**src/design/router_pkg.sv**
```systemverilog
`default_nettype none
package router_pkg;

   // ---------------------------------------------------------------
   // Timing
   // ---------------------------------------------------------------
   localparam int unsigned CLK_HZ = 40_000_000;
   localparam int unsigned MONITOR_DELAY_MS = 20;
   // Longest time, so rounded down
   localparam int unsigned MONITOR_DELAY_CYC =
      (MONITOR_DELAY_MS * CLK_HZ) / 1000;
   localparam logic [3:0] STEP_DIV_CYC = 4'h4;

   // ---------------------------------------------------------------
   // Register map (byte addresses)
   // ---------------------------------------------------------------
   localparam logic [7:0] OFS_ROUTE_A = 8'h00;
   localparam logic [7:0] OFS_ROUTE_B = 8'h04;
   localparam logic [7:0] OFS_ROUTE_C = 8'h08;
   localparam logic [7:0] OFS_INVERT = 8'h0C;
   localparam logic [7:0] OFS_MODE = 8'h10;
   localparam logic [7:0] OFS_STATE = 8'h14;
   localparam logic [7:0] OFS_IRQ_STAT = 8'h18;
   localparam logic [7:0] OFS_IRQ_MASK = 8'h1C;

   localparam logic [15:0] ROUTE_A_RST = 16'h0000;
   localparam logic [15:0] ROUTE_B_RST = 16'h0000;
   localparam logic [3:0] ROUTE_C_RST = 4'h0;
   localparam logic [2:0] INVERT_RST = 3'h0;
   localparam logic [1:0] MODE_RST = 2'h0;
   localparam logic [2:0] IRQ_MASK_RST = 3'h0;

   // ---------------------------------------------------------------
   // Selector codes and control modes
   // ---------------------------------------------------------------
   localparam int NUM_PINS = 3;
   localparam int NUM_SIGS = 9;
   localparam int DIGIT_W = 4;
   localparam logic [3:0] DIGIT_NONE = 4'h0;
   localparam logic [3:0] DIGIT_PIN1 = 4'h1;
   localparam logic [1:0] MODE_POSITION = 2'h0;
   localparam logic [1:0] MODE_SPEED = 2'h1;
   localparam logic [1:0] MODE_TORQUE = 2'h2;

   // Sticky event bits
   localparam int IRQ_MON_OFF = 0;
   localparam int IRQ_MON_ON = 1;
   localparam int IRQ_ORIGIN = 2;

   // Encoder position
   localparam int ENC_W = 16;
   localparam int ORIGIN_W = 12;

   // ---------------------------------------------------------------
   // Carriers
   // ---------------------------------------------------------------
   typedef struct packed {
      logic near;
      logic warning;
      logic brake;
      logic speed_limited;
      logic torque_limited;
      logic servo_ready;
      logic rotating;
      logic speed_match;
      logic position_done;
   } status_sig_t;

   typedef struct packed {
      logic pulse_phase_a;
      logic pulse_phase_a_n;
      logic pulse_phase_b;
      logic pulse_phase_b_n;
      logic origin_pulse;
      logic origin_pulse_n;
   } pulse_out_t;

   // Signals a mode cannot detect are masked off
   function automatic status_sig_t valid_mask(input logic [1:0] mode);
      status_sig_t m;
      m = '1;
      m.position_done = (mode == MODE_POSITION);
      m.near = (mode == MODE_POSITION);
      m.speed_match = (mode == MODE_SPEED);
      m.speed_limited = (mode == MODE_TORQUE);
      return m;
   endfunction

   // OR of every valid signal whose digit selects this pin
   function automatic logic pin_drive(input logic [NUM_SIGS-1:0] sig,
         input logic [NUM_SIGS*DIGIT_W-1:0] dig, input logic [3:0] code);
      logic r;
      r = 1'b0;
      for (int i = 0; i < NUM_SIGS; i++) begin
         if (dig[i*DIGIT_W +: DIGIT_W] == code) begin
            r = r | sig[i];
         end
      end
      return r;
   endfunction

endpackage
`default_nettype wire

```
**src/design/safe_stop_monitor.sv**
```systemverilog
`default_nettype none
module safe_stop_monitor
   import router_pkg::*;
#(
   parameter int unsigned DELAY_LIMIT = MONITOR_DELAY_CYC
) (
   input wire logic core_clk,
   input wire logic rst,
   input wire logic safe_stop_in_1,
   input wire logic safe_stop_in_2,
   output logic safety_monitor_out,
   output logic baseblock_out
);

   logic [1:0] meta_reg;
   logic [1:0] sync_reg;
   logic [31:0] lag_reg;

   // ---------------------------------------------------------------
   // Synchroniser: pins are asynchronous to the drive clock
   // ---------------------------------------------------------------
   always_ff @(posedge core_clk) begin
      if (rst) begin
         meta_reg <= 2'b00;
         sync_reg <= 2'b00;
      end else begin
         meta_reg <= {safe_stop_in_2, safe_stop_in_1};
         sync_reg <= meta_reg;
      end
   end

   // ---------------------------------------------------------------
   // Monitor and baseblock
   // ---------------------------------------------------------------
   // Reset holds baseblock: motor current stays off until both inputs
   // are seen on, which is the safe direction
   always_ff @(posedge core_clk) begin
      if (rst) begin
         safety_monitor_out <= 1'b0;
         baseblock_out <= 1'b1;
      end else begin
         safety_monitor_out <= &sync_reg;
         baseblock_out <= ~(&sync_reg);
      end
   end

   // Cycles the output has disagreed with the synchronised inputs; the
   // raw pins are never read here, so the bound excludes the two flops
   always_ff @(posedge core_clk) begin
      if (rst) begin
         lag_reg <= 32'h0000_0000;
      end else if (safety_monitor_out == (&sync_reg))
      begin
         lag_reg <= 32'h0000_0000;
      end else begin
         lag_reg <= lag_reg + 32'h0000_0001;
      end
   end

   chk_monitor_delay_bound: assert property (@(posedge core_clk)
      disable iff (rst) lag_reg < DELAY_LIMIT)
      else $error("safety monitor lags its inputs too long");

   chk_monitor_both_on: assert property (@(posedge core_clk)
      disable iff (rst) (sync_reg == 2'b11) |=> safety_monitor_out)
      else $error("monitor off with both inputs on");

   chk_baseblock_entry: assert property (@(posedge core_clk)
      disable iff (rst) (sync_reg != 2'b11) |=> baseblock_out)
      else $error("baseblock not entered with an input off");

endmodule
`default_nettype wire

```
**src/design/encoder_pulse_out.sv**
```systemverilog
`default_nettype none
module encoder_pulse_out
   import router_pkg::*;
(
   input wire logic core_clk,
   input wire logic rst,
   input wire logic [ENC_W-1:0] enc_pos,
   input wire logic enc_pos_valid,
   output pulse_out_t pulse_out,
   output logic origin_event
);

   logic [ENC_W-1:0] target_reg;
   logic [ENC_W-1:0] count_reg;
   logic [3:0] div_reg;
   logic step_tick;

   assign step_tick = (div_reg == STEP_DIV_CYC - 4'h1);

   // ---------------------------------------------------------------
   // Target capture and step pacing
   // ---------------------------------------------------------------
   // Pacing keeps edges spaced for line receivers; a large jump in
   // position is emitted as a burst rather than lost
   always_ff @(posedge core_clk) begin
      if (rst) begin
         target_reg <= '0;
         div_reg <= 4'h0;
      end else begin
         if (enc_pos_valid) begin
            target_reg <= enc_pos;
         end
         div_reg <= step_tick ? 4'h0 : div_reg + 4'h1;
      end
   end

   // One count per tick toward the latest position
   always_ff @(posedge core_clk) begin
      if (rst) begin
         count_reg <= '0;
      end else if (step_tick && count_reg != target_reg) begin
         if ($signed(target_reg - count_reg) > 0) begin
            count_reg <= count_reg + 16'h0001;
         end else begin
            count_reg <= count_reg - 16'h0001;
         end
      end
   end

   // ---------------------------------------------------------------
   // Two-phase and origin outputs, each with its complement
   // ---------------------------------------------------------------
   always_ff @(posedge core_clk) begin
      if (rst) begin
         pulse_out <= '{1'b0, 1'b1, 1'b0, 1'b1, 1'b0, 1'b1};
         origin_event <= 1'b0;
      end else begin
         pulse_out.pulse_phase_a <= count_reg[1];
         pulse_out.pulse_phase_a_n <= ~count_reg[1];
         pulse_out.pulse_phase_b <= count_reg[1] ^ count_reg[0];
         pulse_out.pulse_phase_b_n <= ~(count_reg[1] ^ count_reg[0]);
         pulse_out.origin_pulse <= (count_reg[ORIGIN_W-1:0] == '0);
         pulse_out.origin_pulse_n <= (count_reg[ORIGIN_W-1:0] != '0);
         origin_event <= (count_reg[ORIGIN_W-1:0] == '0) &&
            !pulse_out.origin_pulse;
      end
   end

   chk_quadrature_one_edge: assert property (@(posedge core_clk)
      disable iff (rst)
      !(pulse_out.pulse_phase_a != $past(pulse_out.pulse_phase_a) &&
        pulse_out.pulse_phase_b != $past(pulse_out.pulse_phase_b)))
      else $error("both phases changed in one cycle");

   chk_pulse_complement: assert property (@(posedge core_clk)
      disable iff (rst)
      pulse_out.pulse_phase_a != pulse_out.pulse_phase_a_n &&
      pulse_out.pulse_phase_b != pulse_out.pulse_phase_b_n &&
      pulse_out.origin_pulse != pulse_out.origin_pulse_n)
      else $error("pulse output and its complement agree");

endmodule
`default_nettype wire

```
**src/design/servo_output_signal_router.sv**
```systemverilog
//
// Contract
// - A selector digit of 1, 2 or 3 routes its signal to pin pair 1, 23 or 25, and 0 routes it nowhere.
// - The first selector register holds position done, speed match, rotating and servo ready in digits 0 to 3.
// - The second holds torque limit, speed limit, brake and warning, and a third register digit 0 routes near.
// - Signals routed to the same pin are ORed together.
// - A signal the current control mode cannot detect is treated as inactive.
// - Inversion bits 0 to 2 invert pins 1, 23 and 25, and none is inverted after reset.
// - The safety monitor is on only while both safe stop inputs are on.
// - The safety monitor follows a change of either input within 20 ms.
// - Encoder position is turned into complementary two-phase and origin pulses.
// - Either safe stop input off puts the drive in baseblock.
`default_nettype none
module servo_output_signal_router
   import router_pkg::*;
#(
   parameter int unsigned MONITOR_DELAY_CYCLES = MONITOR_DELAY_CYC
) (
   input wire logic core_clk,
   input wire logic rst,
   input wire logic psel,
   input wire logic penable,
   input wire logic pwrite,
   input wire logic [7:0] paddr,
   input wire logic [31:0] pwdata,
   output logic [31:0] prdata,
   output logic pready,
   output logic pslverr,
   input wire status_sig_t status_in,
   input wire logic safe_stop_in_1,
   input wire logic safe_stop_in_2,
   input wire logic [ENC_W-1:0] enc_pos,
   input wire logic enc_pos_valid,
   output logic [NUM_PINS-1:0] seq_pin_out,
   output logic safety_monitor_out,
   output logic baseblock_out,
   output pulse_out_t pulse_out,
   output logic irq
);

   logic [15:0] route_select_a_reg;
   logic [15:0] route_select_b_reg;
   logic [3:0] route_select_c_reg;
   logic [2:0] pin_invert_select_reg;
   logic [1:0] mode_reg;
   logic [2:0] irq_stat_reg;
   logic [2:0] irq_stat_next;
   logic [2:0] irq_mask_reg;
   logic [2:0] irq_set;
   logic [31:0] prdata_next;
   logic monitor_prev_reg;
   logic origin_event;
   logic addr_ok;
   logic wr_en;
   logic done;
   logic [NUM_SIGS*DIGIT_W-1:0] digits;
   logic [NUM_SIGS-1:0] sig_valid;
   logic [NUM_PINS-1:0] pin_next;

   // ---------------------------------------------------------------
   // Safety monitor and encoder pulse output
   // ---------------------------------------------------------------
   safe_stop_monitor #(
      .DELAY_LIMIT(MONITOR_DELAY_CYCLES)
   ) u_monitor (
      .core_clk(core_clk),
      .rst(rst),
      .safe_stop_in_1(safe_stop_in_1),
      .safe_stop_in_2(safe_stop_in_2),
      .safety_monitor_out(safety_monitor_out),
      .baseblock_out(baseblock_out)
   );

   encoder_pulse_out u_pulse (
      .core_clk(core_clk),
      .rst(rst),
      .enc_pos(enc_pos),
      .enc_pos_valid(enc_pos_valid),
      .pulse_out(pulse_out),
      .origin_event(origin_event)
   );

   // ---------------------------------------------------------------
   // APB slave
   // ---------------------------------------------------------------
   // One wait state keeps pready a flop output
   assign done = psel & penable & pready;
   assign wr_en = done & pwrite;

   always_comb begin
      addr_ok = 1'b1;
      prdata_next = 32'h0000_0000;
      unique case (paddr)
         OFS_ROUTE_A: prdata_next[15:0] = route_select_a_reg;
         OFS_ROUTE_B: prdata_next[15:0] = route_select_b_reg;
         OFS_ROUTE_C: prdata_next[3:0] = route_select_c_reg;
         OFS_INVERT: prdata_next[2:0] = pin_invert_select_reg;
         OFS_MODE: prdata_next[1:0] = mode_reg;
         OFS_STATE: prdata_next[5:0] = {pulse_out.origin_pulse,
            baseblock_out, safety_monitor_out, seq_pin_out};
         OFS_IRQ_STAT: prdata_next[2:0] = irq_stat_reg;
         OFS_IRQ_MASK: prdata_next[2:0] = irq_mask_reg;
         default: addr_ok = 1'b0;
      endcase
   end

   // Handshake and read data
   always_ff @(posedge core_clk) begin
      if (rst) begin
         pready <= 1'b0;
         pslverr <= 1'b0;
         prdata <= 32'h0000_0000;
      end else begin
         pready <= psel & penable & ~pready;
         pslverr <= psel & penable & ~pready & ~addr_ok;
         prdata <= (psel & ~pwrite) ? prdata_next : 32'h0000_0000;
      end
   end

   // ---------------------------------------------------------------
   // Configuration registers
   // ---------------------------------------------------------------
   // Brake inversion is left to software; nothing here blocks it
   always_ff @(posedge core_clk) begin
      if (rst) begin
         route_select_a_reg <= ROUTE_A_RST;
         route_select_b_reg <= ROUTE_B_RST;
         route_select_c_reg <= ROUTE_C_RST;
         pin_invert_select_reg <= INVERT_RST;
         mode_reg <= MODE_RST;
         irq_mask_reg <= IRQ_MASK_RST;
      end else if (wr_en) begin
         unique case (paddr)
            OFS_ROUTE_A: route_select_a_reg <= pwdata[15:0];
            OFS_ROUTE_B: route_select_b_reg <= pwdata[15:0];
            OFS_ROUTE_C: route_select_c_reg <= pwdata[3:0];
            OFS_INVERT: pin_invert_select_reg <= pwdata[2:0];
            OFS_MODE: mode_reg <= pwdata[1:0];
            OFS_IRQ_MASK: irq_mask_reg <= pwdata[2:0];
            default: ;
         endcase
      end
   end

   // ---------------------------------------------------------------
   // Output routing
   // ---------------------------------------------------------------
   // Digit order matches the status struct, bit 0 upward
   assign digits = {route_select_c_reg, route_select_b_reg,
      route_select_a_reg};
   assign sig_valid = status_in & valid_mask(mode_reg);

   always_comb begin
      for (int p = 0; p < NUM_PINS; p++) begin
         // Digit 0 never matches a pin code, so it routes nowhere
         pin_next[p] = pin_drive(sig_valid, digits,
            DIGIT_PIN1 + 4'(p)) ^ pin_invert_select_reg[p];
      end
   end

   // Registered pins: a selector rewrite cannot glitch a relay
   always_ff @(posedge core_clk) begin
      if (rst) begin
         seq_pin_out <= INVERT_RST;
      end else begin
         seq_pin_out <= pin_next;
      end
   end

   // ---------------------------------------------------------------
   // Interrupts
   // ---------------------------------------------------------------
   always_ff @(posedge core_clk) begin
      if (rst) begin
         monitor_prev_reg <= 1'b0;
      end else begin
         monitor_prev_reg <= safety_monitor_out;
      end
   end

   always_comb begin
      irq_set = 3'h0;
      irq_set[IRQ_MON_OFF] = monitor_prev_reg & ~safety_monitor_out;
      irq_set[IRQ_MON_ON] = ~monitor_prev_reg & safety_monitor_out;
      irq_set[IRQ_ORIGIN] = origin_event;
      irq_stat_next = irq_stat_reg;
      if (wr_en && paddr == OFS_IRQ_STAT) begin
         irq_stat_next = irq_stat_reg & ~pwdata[2:0];
      end
      // A new event outranks a clear in the same cycle
      irq_stat_next = irq_stat_next | irq_set;
   end

   always_ff @(posedge core_clk) begin
      if (rst) begin
         irq_stat_reg <= 3'h0;
         irq <= 1'b0;
      end else begin
         irq_stat_reg <= irq_stat_next;
         irq <= |(irq_stat_next & irq_mask_reg);
      end
   end

   // ---------------------------------------------------------------
   // Checks
   // ---------------------------------------------------------------
   chk_pin1_single_route: assert property (@(posedge core_clk)
      disable iff (rst)
      (route_select_a_reg == 16'h0100 && route_select_b_reg == 16'h0000
       && route_select_c_reg == 4'h0 && pin_invert_select_reg == 3'h0)
      |=> seq_pin_out[0] == $past(status_in.rotating))
      else $error("rotating signal not routed to pin 1");

   chk_digit_zero_idle: assert property (@(posedge core_clk)
      disable iff (rst)
      (route_select_a_reg == 16'h0000 && route_select_b_reg == 16'h0000
       && route_select_c_reg == 4'h0 && pin_invert_select_reg == 3'h0)
      |=> seq_pin_out == 3'h0)
      else $error("pin driven with all digits at zero");

   chk_or_two_signals: assert property (@(posedge core_clk)
      disable iff (rst)
      (route_select_a_reg == 16'h3300 && route_select_b_reg == 16'h0000
       && route_select_c_reg == 4'h0 && pin_invert_select_reg == 3'h0)
      |=> seq_pin_out[2] ==
         ($past(status_in.rotating) | $past(status_in.servo_ready)))
      else $error("pin 25 is not the OR of its signals");

   chk_invalid_in_mode: assert property (@(posedge core_clk)
      disable iff (rst)
      (mode_reg == MODE_SPEED && route_select_a_reg == 16'h0001
       && route_select_b_reg == 16'h0000 && route_select_c_reg == 4'h0
       && pin_invert_select_reg == 3'h0) |=> !seq_pin_out[0])
      else $error("position done drives a pin in speed control");

   chk_invert_flips: assert property (@(posedge core_clk)
      disable iff (rst)
      (route_select_a_reg == 16'h0000 && route_select_b_reg == 16'h0000
       && route_select_c_reg == 4'h0)
      |=> seq_pin_out == $past(pin_invert_select_reg))
      else $error("idle pins do not follow inversion bits");

   chk_setting_next_clk: assert property (@(posedge core_clk)
      disable iff (rst)
      $changed(pin_invert_select_reg) && $stable(route_select_a_reg)
      && $stable(route_select_b_reg) && $stable(route_select_c_reg)
      && $stable(status_in) && $stable(mode_reg)
      |=> seq_pin_out == ($past(seq_pin_out) ^
         $past(pin_invert_select_reg, 2) ^ $past(pin_invert_select_reg)))
      else $error("inversion change not seen on the next clock");

endmodule
`default_nettype wire

```
**config.mk**
```make
export PLATFORM = sky130hd
export DESIGN_NAME = servo_output_signal_router
export DESIGN_NICKNAME = d
export VERILOG_FILES = /design/src/design/router_pkg.sv /design/src/design/safe_stop_monitor.sv /design/src/design/encoder_pulse_out.sv /design/src/design/servo_output_signal_router.sv
export SDC_FILE = /design/constraint.sdc
export NUM_CORES = 1
export LEC_CHECK = 0
export ABC_AREA = 1
export BUFFER_PORTS_ARGS = -buffer_cell sky130_fd_sc_hd__buf_2
export CAP_MARGIN = 20
export CORE_MARGIN = 2
export CORE_UTILIZATION = 56
export CTS_CLUSTER_DIAMETER = 150
export DETAILED_ROUTE_END_ITERATION = 12
export GPL_ROUTABILITY_DRIVEN = 0
export PLACE_DENSITY_LB_ADDON = 0.1
export SLEW_MARGIN = 20
export SYNTH_ARGS = -nofsm -noshare
export SYNTH_HDL_FRONTEND = slang
export SYNTH_SLANG_ARGS = --single-unit
```
**constraint.sdc**
```tcl
create_clock -name core_clk -period 4.24 [get_ports core_clk]
set_clock_uncertainty 0.15 [all_clocks]
set_input_delay 0.212 -clock core_clk [delete_from_list [all_inputs] [get_ports core_clk]]
set_output_delay 0.212 -clock core_clk [all_outputs]
set_load 0.1 [all_outputs]
```
* Yosys cells after proc, flatten, opt, wreduce, memory -nomap -nowiden
Index checks and enable logic that the tools add are counted.
** Cells by class
- Add/sub/neg operators :: 4
- $lt $le $gt $ge :: 1
- Equality and inequality tests :: 38
- Muxes and demuxes :: 35
- Bitwise logic cells :: 50
- Reduce and logical (&&, ||, !) cells :: 19
** Operators by type and width (count)
- 4-bit by 2-bit equality test with 1-bit output, second input constant :: 19
- 4-bit by 1-bit equality test with 1-bit output, second input constant :: 9
- 8-bit by 5-bit equality test with 1-bit output, second input constant :: 4
- 1-bit two-way mux :: 28
- 1-bit OR :: 24
- 10-bit one-hot mux with 2 select lines :: 1
- 16-bit by 1-bit adder with 16-bit output, second input constant :: 1
- 8-bit by 4-bit equality test with 1-bit output, second input constant :: 2
- 16-bit by 1-bit > comparator with 1-bit output, second input constant :: 1
- 16-bit two-way mux :: 1
- 16-bit != test :: 1
- 2-bit one-hot mux with 8 select lines :: 1
- 16-bit by 1-bit subtractor with 16-bit output, second input constant :: 1
- 16-bit subtractor :: 1
- 2-bit AND reduction :: 7
- 12-bit zero test :: 1
- 12-bit nonzero test :: 1
- 9-bit AND :: 1
- 1-bit NOT :: 9
- 1-bit AND :: 8
- 8-bit by 3-bit equality test with 1-bit output, second input constant :: 1
- 8-bit zero test :: 1
- 8-bit OR reduction :: 1
- 1-bit one-hot mux with 7 select lines :: 1
- other kinds (15) :: 22
** Word-level totals
- Register bits :: 135
- Bits of input ports :: 73
- Output and inout bits :: 46
- Logic and storage cells :: 175

* Logic depth before layout (Yosys ltp)
- Depth in word-level cells :: 20
- Depth in mapped cells :: 28
- Mapped depth without buffers :: 28

* Modules after synthesis
From an unflattened synthesis, not the netlist that was laid out.
** Second synthesis, totals
- Cells, all modules :: 1009
- Area, all modules :: 6824.0 um^2
** Modules (own cells, without submodules)
- servo_output_signal_router :: instances 1, cells each 488, area each 3373.2 um^2, seq. area each 1401.3 um^2
- encoder_pulse_out :: instances 1, cells each 503, area each 3279.4 um^2, seq. area each 860.8 um^2
- safe_stop_monitor :: instances 1, cells each 18, area each 171.4 um^2, seq. area each 120.1 um^2

* Worst setup path before layout
Ideal clock, no wire load.
- Path kind :: register to register
- Start point :: register u_pulse.target_reg[0]
- End point :: register u_pulse.count_reg[12]
- Library setup time :: 0.113 ns
- Arrival time :: 3.573 ns
- Data required time :: 3.977 ns
- Setup slack :: 0.404 ns
- Stages on the path, launching flop included :: 26
- Path buffers :: 0
- Clock period less this slack :: 3.836 ns
- Cells stage by stage :: dfxtp_1 -> inv_1 -> ha_1 -> fa_1 -> nand2_1 -> inv_1 -> nand2_1 -> nor2_1 -> nand3_1 -> nor2_1 -> nand2_1 -> nor2_1 -> nand2_1 -> nor2_2 -> nand2_2 -> nand2_1 -> inv_1 -> fa_1 -> nor2_1 -> a211oi_1 -> o21ai_1 -> a21oi_1 -> o21ai_1 -> xor2_1 -> o21ai_1 -> inv_1
** On the way
- Longest elaborated chain between the ends :: 3
- Elaborated cells on any way between the ends :: 5
- Classes of those cells :: 1 x add/sub; 1 x order compare; 1 x eq/ne; 1 x mux; 1 x reduce/logical
** Ends and longest elaborated chain
- from (decl) :: line encoder_pulse_out.sv:13 : logic [ENC_W-1:0] target_reg;
- from (signal assigned) :: line encoder_pulse_out.sv:31 : target_reg <= enc_pos;
- 16-bit subtractor :: line encoder_pulse_out.sv:42 : if ($signed(target_reg - count_reg) > 0) begin
- 16-bit by 1-bit > comparator with 1-bit output :: line encoder_pulse_out.sv:42
- 16-bit two-way mux :: line encoder_pulse_out.sv:42
- to (signal assigned) :: line encoder_pulse_out.sv:43 : count_reg <= count_reg + 16'h0001;
- to (signal assigned) :: line encoder_pulse_out.sv:45 : count_reg <= count_reg - 16'h0001;
- to (decl) :: line encoder_pulse_out.sv:14 : logic [ENC_W-1:0] count_reg;
Several ways; a longest one is shown, not always the timed one.
A chain may end at the register's enable or synchronous reset.

* Worst setup path in the final report
- Start point :: register u_pulse.count_reg[5]
- End point :: register u_pulse.count_reg[13]
** On the way
- Longest elaborated chain between the ends :: 3
- Elaborated cells on any way between the ends :: 7
- Classes of those cells :: 3 x add/sub; 1 x order compare; 1 x eq/ne; 1 x mux; 1 x reduce/logical
** Ends and longest elaborated chain (line)
- 16-bit subtractor :: encoder_pulse_out.sv:42
- 16-bit by 1-bit > comparator with 1-bit output :: encoder_pulse_out.sv:42
- 16-bit two-way mux :: encoder_pulse_out.sv:42
Several ways; a longest one is shown, not always the timed one.

==> flow_metrics.py <==
metrics = {
    "status": {
        "status": "finished, final reports clean",
    },
    "power_and_ir_drop": {
        "power_leakage_nw": 3.80,
        "switching_share_pct": 32.1,
        "vdd_drop_max_uv": 358,
        "finalPower_mw": 3.58,
        "powerDensity_mw_per_mm2": 448,
        "pwr-share-seq_pct": 33.1,
        "power_frac_comb_pct": 24.5,
        "pwr-share-clk_pct": 42.4,
        "p_sw_mw": 1.15,
        "p_int_mw": 2.43,
    },
    "floorplan": {
        "pin_count": 119,
        "start_util_pct": 57.1,
        "die_w_um": 111,
        "rows": 39,
        "dieArea_mm2": 0.0124,
        "die-height_um": 111,
        "core-area_mm2": 0.0113,
    },
    "detailed_routing": {
        "routed_wl_mm": 16.4,
        "num_vias": 6353,
        "antenna_left": 0,
        "drtPass1Iterations": 5,
        "drt_iter0_markers": 386,
        "vias_per_cell": 5.22,
        "wl_per_cell_um": 13.4,
        "drc": 0,
    },
    "sta": {
        "fmax_mhz": 261,
        "slew_headroom_pct": 53.6,
        "setup_ws_ns": 0.411,
        "hold_violations": 0,
        "hold_ws_ns": 0.0363,
        "tightest_slew_ns": 0.691,
        "rsz0062_at_grt": "false",
        "period_needed_ns": 3.83,
        "setup_viol": 0,
        "slew_violations": 0,
        "setup_tns_ns": 0,
        "fin_crit_sh_pct": 90.3,
    },
    "logic_synthesis": {
        "synth_xor_area_share_pct": 2.15,
        "netlist.top_cell.by_area": "dfxtp_1",
        "postSynthCellCount": 937,
        "yosys.cell_types.count": 44,
        "yosysTopAreaCellShare_pct": 36.8,
        "async_reset_ff_share_pct": 0,
        "avgSynthCellArea_um2": 6.90,
        "synth_area_leaders": "dfxtp_1 37%, nand2_1 9.9%, inv_1 7.7%, nor2_1 7.0%, a21oi_1 6.9%",
        "synth_fa_ha_area_share_pct": 7.00,
        "synth_compound_area_share_pct": 16.7,
        "synth.mux.area_fraction_pct": 0,
        "synth.most_common_cell": "nand2_1",
        "ys_top_cells_by_count": "170 x nand2_1, 133 x inv_1, 120 x nor2_1",
        "syn_area_mm2": 0.00647,
        "ys.flop_type": "dfxtp_1",
        "yosysWarnings": 0,
        "synth-seq-cells": 119,
        "synth_top_family_by_area": "simple AND/OR/NAND/NOR gates",
        "synth.yosys.seq_area_share_pct": 36.8,
        "synth_edf_count": 0,
        "yosys.area_share.simple_pct": 25.9,
    },
    "clock_network": {
        "cts_tree": "built",
        "htree_levels": 4,
        "cts_root_buf": "clkbuf_16",
        "post_cts_buffers": 0,
        "cts_made_buffers": 17,
        "cts_buffer_depth": 2,
        "path_clk_slew_ns": 0.06,
        "clkSinkCount": 119,
        "clock_latency_ns": 0.42,
    },
    "placement": {
        "place_ws_ns": 0.208,
        "place_hpwl_mm": 11.5,
        "io_buffers": 86,
        "dp_cells": 1149,
        "placed_cell_area_mm2": 0.00697,
    },
    "critical_path": {
        "path_class": "register to register",
        "critical_path.endpoint_type": "register",
        "crit_required_ns": 4.40,
        "start_kind": "register",
        "worstPathArrival_ns": 3.99,
        "cp_max_fo": 8,
    },
    "global_route": {
        "grtUsageTotal_pct": 25.9,
        "grt_max_degree": 53,
        "overflow": 0,
        "grt_pass1_wl_mm": 26.2,
        "antenna_found_initial": 0,
        "grt_pass1_vias": 5764,
    },
    "finish": {
        "stdcell_area_mm2": 0.00800,
        "final_cell_count_no_fill": 1218,
        "layout.nets": 1170,
        "area_delta_synth_final_pct": 23.6,
        "drive_above_1_share_pct": 14.4,
        "n_antenna_cell": 0,
        "nFillCells": 964,
        "utilization_pct": 70.6,
    },
    "worst_hold_path": {
        "hold_class": "primary input to register",
    },
    "job": {
        "maxCapViolations": 0,
    },
}
power by group through the flow:
stage	registers (mW)	clock network (mW)	logic, mW
finish	1.19	1.52	0.879
global route	1.19	1.58	0.986
CTS	1.19	1.53	0.859
detailed placement	1.21	0	0.826
global placement	1.21	0	0.820
floorplan	1.26	0	0.607
kinds of logic (layout without fill, tap and decap cells):
group                      count (synthesis)  in the layout
and+or+nand+nor                          388            388
AOI/OAI and AO/OA                        201            201
buffers and inverters                    178            301
DFF                                      119            119
adders and majority gates                 35             35
xor gates and xnor gates                  15             15
other                                      1             16
final timing paths:
kind	startpoint	end	slack (ns)	cells after the start
min	rst	u_monitor.meta_reg[1]	0.04	2
max	u_pulse.count_reg[5]	u_pulse.count_reg[13]	0.41	24
max reg2reg	u_pulse.count_reg[5]	u_pulse.count_reg[13]	0.41	24
min reg2reg	u_monitor.meta_reg[0]	u_monitor.sync_reg[0]	0.25	2
layout by cell type (no fill, tap or decap), types with 3 or more instances in the layout:
| cell type | n |
|---|---|
| inv_1 | 132 |
| nor4_1 | 6 |
| buf_2 | 86 |
| o22ai_1 | 3 |
| dfxtp_1 | 119 |
| a21oi_1 | 86 |
| nand4_1 | 20 |
| xnor2_1 | 3 |
| o21ai_0 | 81 |
| nand2_1 | 169 |
| clkbuf_8 | 3 |
| nor2_1 | 120 |
| nor2_2 | 6 |
| xor2_1 | 11 |
| buf_4 | 6 |
| clkbuf_16 | 17 |
| nor3_1 | 18 |
| a221oi_1 | 7 |
| clkinv_4 | 5 |
| nand2_2 | 4 |
| inv_2 | 6 |
| nand3b_1 | 5 |
| bufinv_16 | 3 |
| a21oi_2 | 3 |
| ha_1 | 33 |
| nand3_1 | 30 |
| nand3_2 | 3 |
| o221ai_1 | 3 |
| dlygate4sd3_1 | 37 |
| conb_1 | 16 |
| o21ai_1 | 5 |
cell type report:
cell class | count | area (um^2) | area share, %
multi-input cells | 655 | 3430 | 42.9
flip-flops and latches | 119 | 2380 | 29.8
repair buffers | 129 | 846 | 10.6
clock buffers | 20 | 467 | 5.84
clock inverters | 12 | 166 | 2.08
well taps | 143 | 179 | 2.24
inverters | 140 | 526 | 6.57
worst max-delay path: stages, from the launching register on:
cell      delay [ns]
dfxtp_1         0.41
inv_1           0.11
ha_1            0.38
nand2_1         0.13
inv_1           0.09
nand2_1         0.05
nand2_1         0.06
nand2_1         0.06
nand3_1         0.12
nand3b_1        0.09
nand2_1         0.10
xor2_2          0.24
nand2_4         0.13
ha_1            0.37
nand3_1         0.09
nand2_1         0.14
a21oi_2         0.09
o21ai_2         0.20
nand3_1         0.13
o21ai_1         0.23
nand2_1         0.08
nand2_1         0.08
nor2_1          0.04
o21ai_1         0.12
inv_1           0.05
layer usage:
layer,wire length [um],up-vias,track usage (%)
li1,-,3292,-
met1,7090,2865,30.6
met2,8060,164,46.3
met3,808,32,5.66
met4,414,0,9.47
met5,0,-,0
repair_timing:
item	in CTS	in global routing
endpoints found under the hold margin	52	0
gates resized for setup	0	8
hold buffers	37	0
setup endpoints to repair	0	9
Note: power is estimated with default switching activity, not from simulation.
